[src/core/tb_irq_pkg.sv]
package tb_irq_pkg;
   // register map, byte addresses on a 32-bit classic wishbone slave
   localparam logic [3:0] ADDR_CONTROL = 4'h0;
   localparam logic [3:0] ADDR_IRQ_STATUS = 4'h4;
   localparam logic [3:0] ADDR_IRQ_MASK = 4'h8;
   localparam logic [7:0] CONTROL_RESET = 8'h00;
   localparam logic [3:0] STATUS_RESET = 4'h0;
   localparam logic [3:0] MASK_RESET = 4'h0;
   localparam logic [15:0] COUNT_MAX = 16'hFFFF;
   localparam logic [15:0] COUNT_ZERO = 16'h0000;
   localparam int FLAG_LSB = 0;
   localparam int ENABLE_LSB = 4;
   localparam int NUM_SRC = 4;
   localparam logic [31:0] READ_ZERO = 32'h0000_0000;

   // flag and enable nibbles share this order
   typedef struct packed
   {
      logic overflow;
      logic phase_match;
      logic duty_match;
      logic period_match;
   } src_bits_t;

   // compare inputs from the time base
   typedef struct packed
   {
      logic [15:0] time_base_counter;
      logic [15:0] phase_value;
      logic [15:0] duty_cycle_value;
      logic [15:0] period_value;
   } time_base_t;
endpackage : tb_irq_pkg

[src/core/pwm_time_base_interrupts.sv]
// Behaviour
// RL1: overflow flag (bit 3) sets when the counter wraps from FFFFh to 0000h.
// RL2: phase flag (bit 2) sets when the counter equals the phase value.
// RL3: duty flag (bit 1) sets when the counter equals the duty cycle value.
// RL4: period flag (bit 0) sets when the counter equals the period value.
// RL5: overflow raises a request only while enable bit 7 is one.
// RL6: phase match raises a request only while enable bit 6 is one.
// RL7: duty match raises a request only while enable bit 5 is one.
// RL8: period match raises a request only while enable bit 4 is one.
// RL9: the four gated flags are ored into one time base request.
// RL10: flags stay set until software writes zero; writing one sets them.
//
// Chosen here: the register addresses and the Wishbone register port.
`timescale 1ns/1ns
module pwm_time_base_interrupts
(
   // clock and reset
   input wire logic MCLK_I,
   input wire logic RST_I,
   // wishbone slave
   input wire logic CYC_I,
   input wire logic STB_I,
   input wire logic WE_I,
   input wire logic [3:0] ADR_I,
   input wire logic [3:0] SEL_I,
   input wire logic [31:0] DAT_I,
   output logic [31:0] DAT_O,
   output logic ACK_O,
   // time base
   input wire logic [15:0] COUNTER_I,
   input wire logic [15:0] PHASE_I,
   input wire logic [15:0] DUTY_I,
   input wire logic [15:0] PERIOD_I,
   // interrupts
   output logic TIME_BASE_IRQ_O,
   output logic IRQ_O
);

   ////////////////////////////////////////////////////////////////////////
   tb_irq_pkg::time_base_t tb;
   tb_irq_pkg::src_bits_t flag_r;
   tb_irq_pkg::src_bits_t enable_r;
   tb_irq_pkg::src_bits_t hit;
   tb_irq_pkg::src_bits_t hit_last_r;
   tb_irq_pkg::src_bits_t rise;
   logic [3:0] status_r;
   logic [3:0] mask_r;
   logic [15:0] count_last_r;
   logic count_valid_r;
   logic req;
   logic wr;
   logic rd;
   logic lane0;

   // pack the compare inputs
   assign tb.time_base_counter = COUNTER_I;
   assign tb.phase_value = PHASE_I;
   assign tb.duty_cycle_value = DUTY_I;
   assign tb.period_value = PERIOD_I;

   // bus strobes; ack only in the first cycle so each access acts once
   assign req = CYC_I & STB_I & ~ACK_O;
   assign wr = req & WE_I;
   assign rd = req & ~WE_I;
   assign lane0 = SEL_I[0];

   ////////////////////////////////////////////////////////////////////////
   // previous counter, to see the wrap
   always_ff @(posedge MCLK_I)
   begin
      if (RST_I)
      begin
         count_last_r <= tb_irq_pkg::COUNT_ZERO;
         count_valid_r <= 1'b0;
      end
      else
      begin
         count_last_r <= tb.time_base_counter;
         count_valid_r <= 1'b1;
      end
   end

   // event detection; a match holding for many cycles sets once
   always_comb
   begin
      hit.overflow = count_valid_r &&
         count_last_r == tb_irq_pkg::COUNT_MAX &&
         tb.time_base_counter == tb_irq_pkg::COUNT_ZERO; // [RL1]
      hit.phase_match =
         tb.time_base_counter == tb.phase_value; // [RL2]
      hit.duty_match =
         tb.time_base_counter == tb.duty_cycle_value; // [RL3]
      hit.period_match =
         tb.time_base_counter == tb.period_value; // [RL4]
   end

   // match edges; overflow is already an edge
   always_ff @(posedge MCLK_I)
   begin
      if (RST_I)
         hit_last_r <= '0;
      else
         hit_last_r <= hit;
   end

   assign rise = hit & ~(hit_last_r & 4'b0111);

   ////////////////////////////////////////////////////////////////////////
   // control register: enables steer the request, flags are sticky
   always_ff @(posedge MCLK_I)
   begin
      if (RST_I)
      begin
         enable_r <= tb_irq_pkg::CONTROL_RESET[7:4];
         flag_r <= tb_irq_pkg::CONTROL_RESET[3:0];
      end
      else
      begin
         if (wr && lane0 && ADR_I == tb_irq_pkg::ADDR_CONTROL)
         begin
            enable_r <= DAT_I[tb_irq_pkg::ENABLE_LSB +: 4];
            // hardware set wins over a written zero
            flag_r <= DAT_I[tb_irq_pkg::FLAG_LSB +: 4] | rise; // [RL10]
         end
         else
            flag_r <= flag_r | rise; // [RL1] [RL2] [RL3] [RL4]
      end
   end

   // gated request per instance
   assign TIME_BASE_IRQ_O = |(flag_r & enable_r); // [RL5] [RL6] [RL7] [RL8] [RL9]

   ////////////////////////////////////////////////////////////////////////
   // system status: read clears, new request edge wins over the clear
   logic [3:0] src_edge;
   logic [3:0] gated_last_r;
   assign src_edge = (flag_r & enable_r) & ~gated_last_r;

   always_ff @(posedge MCLK_I)
   begin
      if (RST_I)
         gated_last_r <= '0;
      else
         gated_last_r <= flag_r & enable_r;
   end

   always_ff @(posedge MCLK_I)
   begin
      if (RST_I)
         status_r <= tb_irq_pkg::STATUS_RESET;
      else if (rd && ADR_I == tb_irq_pkg::ADDR_IRQ_STATUS)
         status_r <= src_edge;
      else
         status_r <= status_r | src_edge;
   end

   // mask register
   always_ff @(posedge MCLK_I)
   begin
      if (RST_I)
         mask_r <= tb_irq_pkg::MASK_RESET;
      else if (wr && lane0 && ADR_I == tb_irq_pkg::ADDR_IRQ_MASK)
         mask_r <= DAT_I[3:0];
   end

   assign IRQ_O = |(status_r & mask_r);

   ////////////////////////////////////////////////////////////////////////
   // ack and registered read data; unmapped reads give zero
   always_ff @(posedge MCLK_I)
   begin
      if (RST_I)
      begin
         ACK_O <= 1'b0;
         DAT_O <= tb_irq_pkg::READ_ZERO;
      end
      else
      begin
         ACK_O <= req;
         DAT_O <= tb_irq_pkg::READ_ZERO;
         if (rd)
         begin
            unique case (ADR_I)
               tb_irq_pkg::ADDR_CONTROL:
                  DAT_O[7:0] <= {enable_r, flag_r};
               tb_irq_pkg::ADDR_IRQ_STATUS:
                  DAT_O[3:0] <= status_r;
               tb_irq_pkg::ADDR_IRQ_MASK:
                  DAT_O[3:0] <= mask_r;
               default:
                  DAT_O <= tb_irq_pkg::READ_ZERO;
            endcase
         end
      end
   end

endmodule : pwm_time_base_interrupts

[config.mk]
export PLATFORM = sky130hd
export DESIGN_NAME = pwm_time_base_interrupts
export DESIGN_NICKNAME = d
export VERILOG_FILES = /design/src/core/tb_irq_pkg.sv /design/src/core/pwm_time_base_interrupts.sv
export SDC_FILE = /design/constraint.sdc
export NUM_CORES = 1
export LEC_CHECK = 0
export BUFFER_PORTS_ARGS = -buffer_cell sky130_fd_sc_hd__buf_2
export CORE_MARGIN = 3
export CORE_UTILIZATION = 48
export CTS_BUF_LIST = sky130_fd_sc_hd__clkbuf_4
export DETAILED_ROUTE_END_ITERATION = 12
export PLACE_DENSITY = 0.87
export SYNTH_ARGS = -nofsm -noshare
export SYNTH_HDL_FRONTEND = slang
export SYNTH_SLANG_ARGS = --single-unit
[constraint.sdc]
create_clock -name MCLK_I -period 3.3 [get_ports MCLK_I]
set_input_delay 0.165 -clock MCLK_I [delete_from_list [all_inputs] [get_ports MCLK_I]]
set_output_delay 0.165 -clock MCLK_I [all_outputs]
set_load 0.02 [all_outputs]
==> Yosys cells after proc, flatten, opt, wreduce, memory -nomap -nowiden <==
Index checks and enable logic that the tools add are counted.
{ "totals": {"regBits": 73, "in_bits": 109, "output_inout_bits": 35, "word_cells": 59} }
{ "op_classes": {"eq_ne": 6, "mux": 4, "bitwise_logic": 17, "reduce_logical": 12} }
{ "ops": {"columns": ["cell", "count"], "rows": [
  ["16-bit equality test", 3],
  ["4-bit bitwise AND", 4],
  ["16-bit equality test (second input constant)", 1],
  ["16-bit logical NOT", 1],
  ["4-bit bitwise OR", 3],
  ["4-bit one-hot mux with 3 select lines", 1],
  ["4-bit two-way mux", 2],
  ["4-bit OR reduction", 2],
  ["1-bit logical AND", 6],
  ["1-bit bitwise AND", 4],
  ["4-bit by 3-bit equality test with 1-bit output (second input constant)", 1],
  ["4-bit equality test (second input constant)", 1],
  ["4-bit logical NOT", 1],
  ["1-bit NOT", 4],
  ["3-bit NOT with 4-bit output", 1],
  ["4-bit NOT", 1],
  ["3-bit OR reduction", 1],
  ["2-bit OR reduction", 1],
  ["1-bit two-way mux", 1]
]} }

==> Longest topological paths before layout <==
Gate-level depths: netlist of run 1.
{ "logic_depth": {"depth_word": 6, "mapped_depth": 5} }

==> Least setup slack after synthesis of run 1 <==
OpenSTA, ideal clock, no wires.
{ "synth_timing": {"kind": "reg2reg", "startpoint": "register ACK_O", "endpoint": "register status_r[0]", "setup_time_ps": 114, "arrival_time_ps": 1141, "required_ps": 3186, "slack_ps": 2045, "path_stages_with_launch": 5, "n_path_buf": 0, "path_cell_list": "dfxtp_1 nand3b_1 nor4_1 a21oi_1 a21o_1"} }
{ "synth_via": {"elab_chain_len": 5} }
{ "synth_lines": {"columns": ["item", "line", "source"], "rows": [
  ["start, declared", "pwm_time_base_interrupts.sv:28", "output logic ACK_O,"],
  ["start signal, assigned", "pwm_time_base_interrupts.sv:179", "ACK_O <= req;"],
  ["1-bit NOT", "pwm_time_base_interrupts.sv:62", "assign req = CYC_I & STB_I & ~ACK_O;"],
  ["1-bit bitwise AND", "pwm_time_base_interrupts.sv:62", null],
  ["1-bit bitwise AND", "pwm_time_base_interrupts.sv:64", "assign rd = req & ~WE_I;"],
  ["1-bit logical AND", "pwm_time_base_interrupts.sv:151", "else if (rd && ADR_I == tb_irq_pkg::ADDR_IRQ_STATUS)"],
  ["4-bit two-way mux", "pwm_time_base_interrupts.sv:151", null],
  ["end signal, assigned", "pwm_time_base_interrupts.sv:150", "status_r <= tb_irq_pkg::STATUS_RESET;"],
  ["end signal, assigned", "pwm_time_base_interrupts.sv:152", "status_r <= src_edge;"],
  ["end signal, assigned", "pwm_time_base_interrupts.sv:154", "status_r <= status_r | src_edge;"],
  ["end, declared", "pwm_time_base_interrupts.sv:46", "logic [3:0] status_r;"]
]} }
Every way passes these cells.
A chain may end at the register's enable or synchronous reset.

==> Worst setup path in the final report of run 1 <==
Ends and elaborated chain as after synthesis.

==> key figures, run 1 <==
Global routing
  • Wire length of the first global-routing pass: between 9000 and 10000 um
  • Initial antenna violation count: 0
  • Gr usage total: 0.1929
  • Pin count of the biggest net entering global routing: 46
  • Vias in the first global route: between 2000 and 2500
  • Total gr overflow: 0

Clock network
  • Clk slew on worst S/H paths: around 0.14 ns
  • # clock sinks: 49
  • Resized Gates After CTS: 0
  • H-Tree Depth: 2
  • Clock root cell: clkbuf_4
  • Post-CTS Setup Inserts: 0
  • CTS Buffer Depth: 2
  • CTS Buf Count: 5
  • # hold bufs at CTS: 0
  • CTS tree: built
  • Clock latency on the worst-skew pair: 0.37 ns

Timing
  • Final worst slack: about 1.9 ns
  • Final hold violation count: 0
  • RSZ-0062 raised after global routing: false
  • Final Max Slew Viols: 0
  • Final Setup Violations: 0
  • Maximum clock rate: 700.2 MHz
  • Worst slew pin tran: roughly 0.76 ns
  • Final setup TNS: 0 ns
  • Slew HR: 0.4944
  • Fin Clk Skew: 0.02110 ns
  • Tmin final: around 1.4 ns
  • Final worst-path cycle share: 0.4328

Yosys
  • Synth warn: 0
  • Synth top area cells: dfxtp_1 (40%), xor2_1 (13%), buf_4 (7.7%)
  • Post-synthesis sequential area ratio: 0.4039
  • Synth Register Bits: a little under 50
  • Primary FF master, synth: dfxtp_1
  • Syn avg cell area: between 9 and 10 um2
  • Fraction of registers with async set/reset: 0
  • Synth top area share: 0.4039
  • Distinct cells, synth: 33
  • Synth area leader: dfxtp_1
  • Cell count after synthesis: ~260
  • Synthesized area: approximately 2400 um2
  • Post-synth EDFFs: 0

Route
  • Initial DRC Count: around 110
  • Total number of vias: around 2100
  • First-pass iteration count of the detailed router: 4
  • Routed wire per std cell: 13.75 um
  • # DRC: 0
  • Detailed-route wire length: 5718 um
  • Routed vias/inst: 4.935
  • Antenna-violating nets left: 0

Critical path
  • Slowest CP cell: nor4_1
  • CP Launch Type: flip-flop
  • CP Capture Type: flip-flop
  • Crit path cell chain: nand3b_1 > nor4_1 > a21oi_1 > a21o_1
  • CP arrival: around 1.7 ns
  • Kind of cell adding the most delay to the critical path: simple AND/OR/NAND/NOR gates
  • Worst EP required: 3.57 ns
  • CP max stage delay: between 0.3 and 0.4 ns
  • Critical Setup Path Class: flip-flop to flip-flop
  • Worst Path Buf+Inv: 0
  • Crit-path max FO: 4

Finish
  • Layout cell share with drive strength beyond 1: 0.2951
  • Area grow syn2layout: 19.37%
  • Commonest cells after routing, fill and taps aside: buf_2 (92), dfxtp_1 (49), xor2_1 (36), conb_1 (24)
  • Commonest non-fill, non-tap cell in the layout: buf_2
  • # fillers: approximately 440
  • Post-layout util: 0.6018
  • Ant diodes: 0
  • Non-Filler Instances: 416
  • # nets final: 457

Die
  • I/O pin cnt: between 100 and 150
  • Die height: just under 80 um
  • CORE AREA: 4817 um2
  • Die area: roughly 6000 um2
  • Chip width: 77.13 um
  • Initial Util: 0.5042
  • Row count: 25

Job
  • Max Cap Viol: 0

Placed design
  • Port buffer count: 92
  • Hpwl dp: 4624 um
  • Post-Place Cells: about 400
  • Pre-CTS setup slack: approximately 1.8 ns
  • GP Congestion: 0.8386

Power and ir drop
  • Peak VDD IR: roughly 0.14 mV
  • Pleak: roughly 0.0014 uW
  • Total power: approximately 1000 uW
  • PD cells: about 360 nW/um2

Worst hold path
  • Hold crit path type: primary input to flip-flop

Run status
  • Status: completed
==> power by group <==
part	total [uW]	leakage, uW	switching (uW)	internal [uW]
clock network	264	0.0000326	183	81.0
logic	177	0.000992	102	75.3
registers	607	0.000400	3.47	603
total	1050	0.00142	288	760
==> routing by layer <==
metal | track usage | up-vias | part of all wire
met1 | 0.2128 | 935 | 0.39
li1 | - | 1013 | -
met2 | 0.3515 | 89 | 0.52
met5 | 0 | - | 0
met4 | 0.08185 | 0 | 0.024
met3 | 0.04343 | 16 | 0.069
==> synthesized netlist by cell type, types with 3 or more instances <==
| master | instances |
|---|---|
| or4_1 | 6 |
| o21ai_0 | 4 |
| xor2_1 | 36 |
| nor3_1 | 8 |
| nand3_1 | 4 |
| nor4_1 | 11 |
| mux2i_1 | 16 |
| o22ai_1 | 3 |
| nor2_1 | 15 |
| nand2_1 | 11 |
| xnor2_1 | 12 |
| dfxtp_1 | 49 |
| and2_1 | 8 |
| nand4_1 | 8 |
| nor2b_1 | 16 |
| buf_4 | 25 |
| a21o_1 | 4 |
==> sequential cells by signal, indices dropped and copies added (netlist names) <==
signal,flops
count_last_r,16
gated_last_r,4
ACK_O,1
count_valid_r,1
DAT_O,8
mask_r,4
enable_r,4
status_r,4
flag_r,4
hit_last_r,3
==> logic make-up (layout without fill, tap and decap cells) <==
group	after synthesis	count (layout)	share of synthesized area
compound gates	15	15	0.03864
xor+xnor	48	48	0.1731
buf+inv	31	101	0.09016
flops	49	49	0.4039
mux	16	16	0.06594
other cells	1	24	0.001544
simple gates	96	96	0.2267
==> layout make-up <==
cell class                 instances  area, um2  share of cell area
inverter                           1      3.754            0.001295
multi-input combinational        199       1315              0.4536
tap                               67      83.83             0.02892
clock buffer                       5      37.54             0.01295
sequential                        49      980.9              0.3384
timing repair buffer              92      460.4              0.1588
clock inverter                     3      17.52            0.006042
==> stage by stage <==
stage | hold WS, ns | instance area (um2)
2_1_floorplan | 0.2932 | 2515
6_report | 0.02875 | 2899
3_3_place_gp | 0.4036 | 2844
3_5_place_dp | 0.4174 | 2844
4_1_cts | 0.02875 | 2899
5_1_grt | 0.01214 | 2899
==> worst register-to-register path, delay by kind of cell, from the launching register on <==
kind	cells	cell delay, ns
DFF	1	0.34
AOI/OAI and AO/OA	2	0.46
and+or+nand+nor	2	0.53
==> path summary, 6_finish.rpt <==
kind / to / depth (start not counted) / slack (ns) / startpoint
max reg2reg: status_r[0]$_SDFF_PP0_ / 4 / 1.87 / ACK_O$_SDFF_PP0_
min: enable_r[0]$_SDFFE_PP0N_ / 3 / 0.03 / DAT_I[4]
max: status_r[0]$_SDFF_PP0_ / 4 / 1.87 / ACK_O$_SDFF_PP0_
min reg2reg: DAT_O[7]$_SDFF_PP0_ / 1 / 0.48 / enable_r[3]$_SDFFE_PP0N_
Power figures use the tool's default switching activity.
==> run 2, diff against run 1 <==
Settings changed: ABC_AREA from default to 1, CORE_UTILIZATION 48 to 42, PLACE_DENSITY 0.87 to 0.78.
Clock period 3.3 ns to 1.3 ns, I/O delays scaled along.
==> run 2 against run 1 <==
Against the previous run:
- utilization is 4.4 points lower
- largest cell class unchanged
- clock skew down 0.0063 ns
- sequential cell count did not move
- count of clock-buffer cells in the layout grew 1
- maximum frequency grew 11%
- via count is 34% higher
- clock power rose to 3.3 times the previous value
- sequential share of layout area fell by 5.0 points
- wire length up 18%
- critical endpoint is now mask_r[3]$_SDFFE_PP0P_
- critical path type unchanged
- register-to-register slack worse by 1.9 ns
- hold slack got worse by 0.014 ns
==> key figures, run 2 <==
Finish
  • Non-Filler Instances: 617 (+48%)
  • Reg with most FFs: count_last_r
  • Commonest cells after routing, fill and taps aside: nand2_1 (134), buf_2 (92), nor2_1 (75), inv_1 (59), dfxtp_1 (49)
  • Max reg flops: 16 (unchanged)
  • Design Area, Final: 3403 um2 (+17%)
  • Area grow syn2layout: 24.94%
  • Top flop regs: count_last_r (16), DAT_O (8)
  • Layout cell share with drive strength beyond 1: 0.2325 (-0.06266)
  • # fillers: 628 (+42%)
  • Commonest non-fill, non-tap cell in the layout: nand2_1
  • # nets final: 650 (+42%)
  • Ant diodes: 0 (unchanged)

Route
  • Total number of vias: 2755 (+34%)
  • # DRC: 0 (unchanged)
  • Detailed-route wire length: 6772 um (+18%)
  • Routed vias/inst: 4.465 (-9.5%)
  • First-pass iteration count of the detailed router: 4 (unchanged)
  • Antenna-violating nets left: 0 (unchanged)
  • Initial DRC Count: 76 (-28%)
  • Routed wire per std cell: 10.98 um (-20%)

Timing
  • RSZ-0062 raised after global routing: true
  • Tmin final: 1.285 ns (-0.1426 ns)
  • Minimum hold slack: 0.01502 ns (-0.01373 ns)
  • Fin Clk Skew: 0.01482 ns (-0.006278 ns)
  • Final worst slack: 0.01451 ns (-1.857 ns)
  • Final worst-path cycle share: 0.9888 (+0.5561)
  • Maximum clock rate: 777.9 MHz (+11%)
  • Final hold violation count: 0 (unchanged)
  • Final Setup Violations: 0 (unchanged)
  • Final Max Slew Viols: 0 (unchanged)

Critical path
  • Crit-path max FO: 5 (+1)
  • CP arrival: 1.55 ns (-0.15 ns)
  • Worst R2R Start: ACK_O$_SDFF_PP0_
  • Worst EP required: 1.57 ns (-2.00 ns)
  • Kind of cell adding the most delay to the critical path: simple AND/OR/NAND/NOR gates
  • CP max stage delay: 0.32 ns (-0.04 ns)
  • CP Capture Type: flip-flop
  • CP Launch Type: flip-flop
  • Crit path cell chain: nand3b_1 > nor2_4 > nand2_1 > o21ai_0 > nor2_1
  • Worst Path Buf+Inv: 0 (unchanged)
  • CP Launch Point: ACK_O$_SDFF_PP0_
  • Critical Setup Path Class: flip-flop to flip-flop
  • Slowest CP cell: dfxtp_1

Global routing
  • Gr usage total: 0.1776 (-0.01525)
  • Total gr overflow: 0 (unchanged)
  • Vias in the first global route: 2441 (+18%)
  • Wire length of the first global-routing pass: 10600 um (+15%)
  • Pin count of the biggest net entering global routing: 27 (-41%)
  • Initial antenna violation count: 0 (unchanged)

Clock network
  • Clock latency on the worst-skew pair: 0.36 ns (about the same)
  • CTS tree: built
  • Clock root cell: clkbuf_4
  • # clock sinks: 49 (unchanged)
  • H-Tree Depth: 2 (unchanged)
  • CTS Buffer Depth: 2 (unchanged)
  • CTS Buf Count: 5 (unchanged)
  • Clk slew on worst S/H paths: 0.13 ns (about the same)

Power and ir drop
  • Pleak: 0.001877 uW (+32%)
  • Comb power frac: 0.187 (+0.018)
  • Clock Power Share: 0.292 (+0.040)
  • Peak VDD IR: 0.5610 mV (+300%)
  • PD cells: 868.8 nW/um2 (+140%)
  • Pint: 2174 uW (+190%)
  • Switching power: 782.7 uW (+170%)
  • Sw Share: 0.2647 (-0.01018)
  • Sequential share of power: 0.521 (-0.058)

Worst hold path
  • Hold path startpoint: COUNTER_I[0]
  • Hold crit path type: primary input to flip-flop

Placed design
  • GP Congestion: 0.8661 (+3.3%)
  • Port buffer count: 92 (unchanged)
  • Hpwl dp: 5530 um (+20%)
  • Post-Place Cells: 596 (+46%)
  • Dpl cell area: 3186 um2 (+12%)
  • Pre-CTS setup slack: 0.003914 ns (-1.839 ns)

Yosys
  • Synth top area share: 0.3601 (-0.04379)
  • Distinct cells, synth: 26 (-21%)
  • Post-synth top cells: nand2_1 (134), nor2_1 (77), inv_1 (60)
  • Synth Register Bits: 49 (unchanged)
  • Largest family of logic cells by synthesized area: simple AND/OR/NAND/NOR gates
  • Post-synth EDFFs: 0 (unchanged)
  • Post-Synth Simple-Gate Area: 0.3675 (+0.1408)
  • Synthesized area: 2724 um2 (+12%)
  • Post-synthesis sequential area ratio: 0.3601 (-0.04379)
  • Adder-Cell Fraction of Synth Area: 0 (unchanged)
  • Fraction of registers with async set/reset: 0 (unchanged)
  • Synth warn: 0 (unchanged)
  • Most frequent cell after synthesis: nand2_1
  • Synth top area cells: dfxtp_1 (36%), nand2_1 (18%), nor2_1 (11%)
  • Synth area leader: dfxtp_1
  • Post-synthesis xor/xnor area fraction: 0.02894 (-0.1442)
  • Multiplexer area fraction after synthesis: 0 (-0.06595)
  • Cell count after synthesis: 431 (+68%)
  • Compound-gate portion of the synthesized area: 0.08130 (+0.04266)
  • Primary FF master, synth: dfxtp_1
  • Syn avg cell area: 6.320 um2 (-33%)

Die
  • Row count: 28 (+12%)
  • Initial Util: 0.4468 (-0.05732)
  • Die height: 86.53 um (+12%)
  • Chip width: 86.53 um (+12%)
  • Die area: 7487 um2 (+26%)
  • CORE AREA: 6096 um2 (+27%)
  • I/O pin cnt: 144 (unchanged)

Run status
  • Status: completed

Job
  • Max Cap Viol: 0 (unchanged)
## run 2: cell count changes after synthesis, moves of 16 or more
cell     before  now
mux2i_1      16    0
inv_1         1   60
o21ai_0       4   20
xor2_1       36    3
nor2_1       15   77
nor2b_1      16    0
nand2_1      11  134
## run 2: final cells by class
| type | count | area, um2 | area share |
|---|---|---|---|
| Multi-Input combinational cell | 316 | 1413 | 0.4151 |
| Sequential cell | 49 | 980.9 | 0.2882 |
| Timing Repair Buffer | 108 | 608.1 | 0.1787 |
| Inverter | 61 | 229.0 | 0.06728 |
| Tap cell | 75 | 93.84 | 0.02757 |
| Clock buffer | 6 | 45.04 | 0.01324 |
| Clock inverter | 2 | 33.78 | 0.009926 |
## run 2: timing repair
action                                  CTS  global route
hold endpoints to repair                 13             1
hold buffers                             10             1
cloned                                    0             1
pin swaps                                 0             4
buffers inserted                          0             1
gates resized for setup                   1             7
endpoints found under the setup margin    1             9
## run 2: worst reg2reg max path: cells and delay by family (launching register included)
kind / cells / cell delay [ns]
flip-flops: 1 / 0.32
AO/OA/AOI/OAI: 1 / 0.21
AND/OR/NAND/NOR: 4 / 0.67
## run 2: path summary, 6_finish.rpt
path | to | slack [ns] | cells past startpoint
max | mask_r[3]$_SDFFE_PP0P_ | 0.01 | 5
max reg2reg | mask_r[3]$_SDFFE_PP0P_ | 0.01 | 5
min | count_last_r[0]$_SDFF_PP0_ | 0.02 | 3
min reg2reg | DAT_O[4]$_SDFF_PP0_ | 0.47 | 2
## run 2: stage by stage
| step | power [uW] | util | TNS (ns) |
|---|---|---|---|
| finish | 2957 | 0.5583 | 0 |
| global route | 3104 | 0.5583 | -0.1759 |
| CTS | 2967 | 0.5528 | 0 |
| detailed placement | 2088 | 0.5226 | 0 |
| global placement | 2079 | 0.5226 | 0 |
| floorplan | 1924 | - | 0 |
## run 2: metal layers
metal	share of wire	track usage
met5	0	0
met4	0.015	0.06232
met3	0.080	0.03802
met2	0.48	0.2949
met1	0.43	0.2278
## run 2: cells by family (layout without fill, tap and decap cells)
kind of cell           Yosys count  after routing
buffers and inverters           90            177
AO/OA/AOI/OAI                   37             37
flip-flops                      49             49
AND/OR/NAND/NOR                245            246
XOR/XNOR                         9              9
other                            1             24
## run 2: power by group through the flow
stage          clock network, uW  registers [uW]  logic (uW)
5_1_grt                      938            1540         622
6_report                     864            1540         553
2_1_floorplan                  0            1570         351
3_5_place_dp                   0            1570         515
4_1_cts                      886            1540         540
3_3_place_gp                   0            1570         507
==> run 3, diff against run 2 <==
Settings changed: CELL_PAD_IN_SITES_DETAIL_PLACEMENT from default to 0, CELL_PAD_IN_SITES_GLOBAL_PLACEMENT from default to 2, CORE_UTILIZATION 42 to 20, PLACE_DENSITY 0.78 to default, PLACE_DENSITY_LB_ADDON from default to 0.1.
==> run 3 against run 2 <==
Against the previous run:
- hold slack gained 0.00063 ns
- non-clock buffer count grew 13
- sequential share of layout area shrank 1.6 points
- wire length grew 29%
- register-to-register slack is essentially flat
- sequential power is essentially flat
- final cell count grew 18%
- utilization shrank 29 points
- clock skew grew 0.0085 ns
- first-iteration DRC count grew 36%
- critical path depth shrank 2
- cell area grew 6.4%
- largest power group unchanged
==> key figures, run 3 (synthesis results as in run 2) <==
Run status
  • Status: completed

Critical path
  • Crit-path max FO: 3 (-2)
  • CP arrival: 1.58 ns (+0.03 ns)
  • CP Capture Type: flip-flop
  • Worst EP required: 1.60 ns (+0.03 ns)
  • CP Launch Type: flip-flop
  • Critical Setup Path Class: flip-flop to flip-flop

Finish
  • # fillers: 1585 (+150%)
  • Top flop regs: count_last_r (16), DAT_O (8)
  • Layout cell share with drive strength beyond 1: 0.2563 (+0.02385)
  • Design Area, Final: 3622 um2 (+6.4%)
  • Ant diodes: 0 (unchanged)
  • Max reg flops: 16 (unchanged)
  • Commonest cells after routing, fill and taps aside: nand2_1 (134), buf_2 (92), nor2_1 (76), inv_1 (59), dfxtp_1 (46)
  • Area grow syn2layout: 32.98%
  • Commonest non-fill, non-tap cell in the layout: nand2_1
  • Reg with most FFs: count_last_r
  • # nets final: 662 (+1.8%)

Global routing
  • Pin count of the biggest net entering global routing: 27 (unchanged)
  • Wire length of the first global-routing pass: 13500 um (+27%)
  • Gr usage total: 0.1170 (-0.06066)
  • Initial antenna violation count: 0 (unchanged)
  • Vias in the first global route: 2805 (+15%)
  • Total gr overflow: 0 (unchanged)

Timing
  • Fin Clk Skew: 0.02328 ns (+0.008454 ns)
  • Final worst-path cycle share: 0.9906 (+0.001737)
  • Final setup TNS: 0 ns (unchanged)
  • Final Setup Violations: 0 (unchanged)
  • Maximum clock rate: 776.5 MHz (-0.18%)
  • Tmin final: 1.288 ns (+0.002258 ns)
  • Final hold violation count: 0 (unchanged)
  • Final Max Slew Viols: 0 (unchanged)
  • RSZ-0062 raised after global routing: true

Placed design
  • Dpl cell area: 3395 um2 (+6.6%)
  • Hpwl dp: 7530 um (+36%)
  • GP Congestion: 0.7558 (-13%)
  • Port buffer count: 92 (unchanged)

Route
  • Antenna-violating nets left: 0 (unchanged)
  • Detailed-route wire length: 8745 um (+29%)
  • Routed wire per std cell: 11.98 um (+9.1%)
  • Initial DRC Count: 103 (+36%)
  • Total number of vias: 2728 (-0.98%)
  • # DRC: 0 (unchanged)
  • Routed vias/inst: 3.737 (-16%)
  • First-pass iteration count of the detailed router: 6 (+2)

Power and ir drop
  • Pleak: 0.001924 uW (+2.5%)
  • Peak VDD IR: 0.3107 mV (-45%)
  • PD cells: 791.0 nW/um2 (-9.0%)

Clock network
  • Clk slew on worst S/H paths: 0.13 ns (about the same)
  • # clock sinks: 49 (unchanged)
  • H-Tree Depth: 2 (unchanged)
  • CTS tree: built
  • CTS Buffer Depth: 2 (unchanged)
  • Post-CTS Setup Inserts: 0 (unchanged)
  • CTS Buf Count: 5 (unchanged)
  • Clock latency on the worst-skew pair: 0.37 ns (about the same)
  • Clock root cell: clkbuf_4

Die
  • Row count: 42 (+50%)
  • Chip width: 122.7 um (+42%)
  • Die height: 122.7 um (+42%)
  • Die area: 15060 um2 (+100%)
  • Initial Util: 0.2049 (-0.2420)
  • CORE AREA: 13300 um2 (+120%)
  • I/O pin cnt: 144 (unchanged)

Worst hold path
  • Hold crit path type: primary input to flip-flop

Job
  • Max Cap Viol: 0 (unchanged)
-- run 3: timing repair --
item | CTS | global route
gates resized for setup | 0 | 15
setup endpoints to repair | 0 | 18
hold buffers | 14 | 0
hold endpoints to repair | 16 | 0
-- run 3: path summary, 6_finish.rpt --
path | end | slack, ns | depth (start not counted) | start
worst min-delay path | count_last_r[8]$_SDFF_PP0_ | 0.02 | 3 | COUNTER_I[8]
worst max register to register | ACK_O$_SDFF_PP0_ | 0.01 | 3 | ACK_O$_SDFF_PP0_
worst min register to register | DAT_O[7]$_SDFF_PP0_ | 0.48 | 2 | enable_r[3]$_SDFFE_PP0N_
worst max-delay path | ACK_O$_SDFF_PP0_ | 0.01 | 3 | ACK_O$_SDFF_PP0_
-- run 3: per-layer routing --
metal / global-route usage / wire [um]
met5: 0 / 0
met4: 0.02309 / 70
met3: 0.02488 / 473
met2: 0.2087 / 4300
met1: 0.1449 / 3901
-- run 3: worst max-delay path: stages (launching register included) --
cell and delay, ns:
dfxtp_2 0.34, nand3b_1 0.21, dlygate4sd3_1 0.60, nor2_1 0.08
-- run 3: through the flow --
step | hold slack (ns) | instances | utilization | power [uW] | worst slack (ns)
4_1_cts | 0.007267 | 730 | 0.2703 | 2926 | 0.02134
3_5_place_dp | 0.3413 | 708 | 0.2553 | 2141 | 0.06466
6_report | 0.01564 | 730 | 0.2724 | 2865 | 0.01225
2_1_floorplan | 0.1901 | 454 | - | 1924 | 0.08088
5_1_grt | 0.03525 | 730 | 0.2724 | 3073 | -0.07665
3_3_place_gp | 0.3377 | 708 | 0.2553 | 2141 | 0.07592
-- run 3: final cells by class --
cell class	count	area [um2]	share of cell area
multi-input combinational	315	1409	0.3889
sequential	49	984.7	0.2718
inverter	61	229.0	0.06321
clock inverter	2	13.76	0.003800
timing repair buffer	121	720.7	0.1990
tap	176	220.2	0.06079
clock buffer	6	45.04	0.01244
-- run 3: report_power, final --
group	internal, uW	leakage (uW)	switching [uW]
clock network	238	0.0000360	492
registers	1530	0.000401	8.16
logic	242	0.00149	351
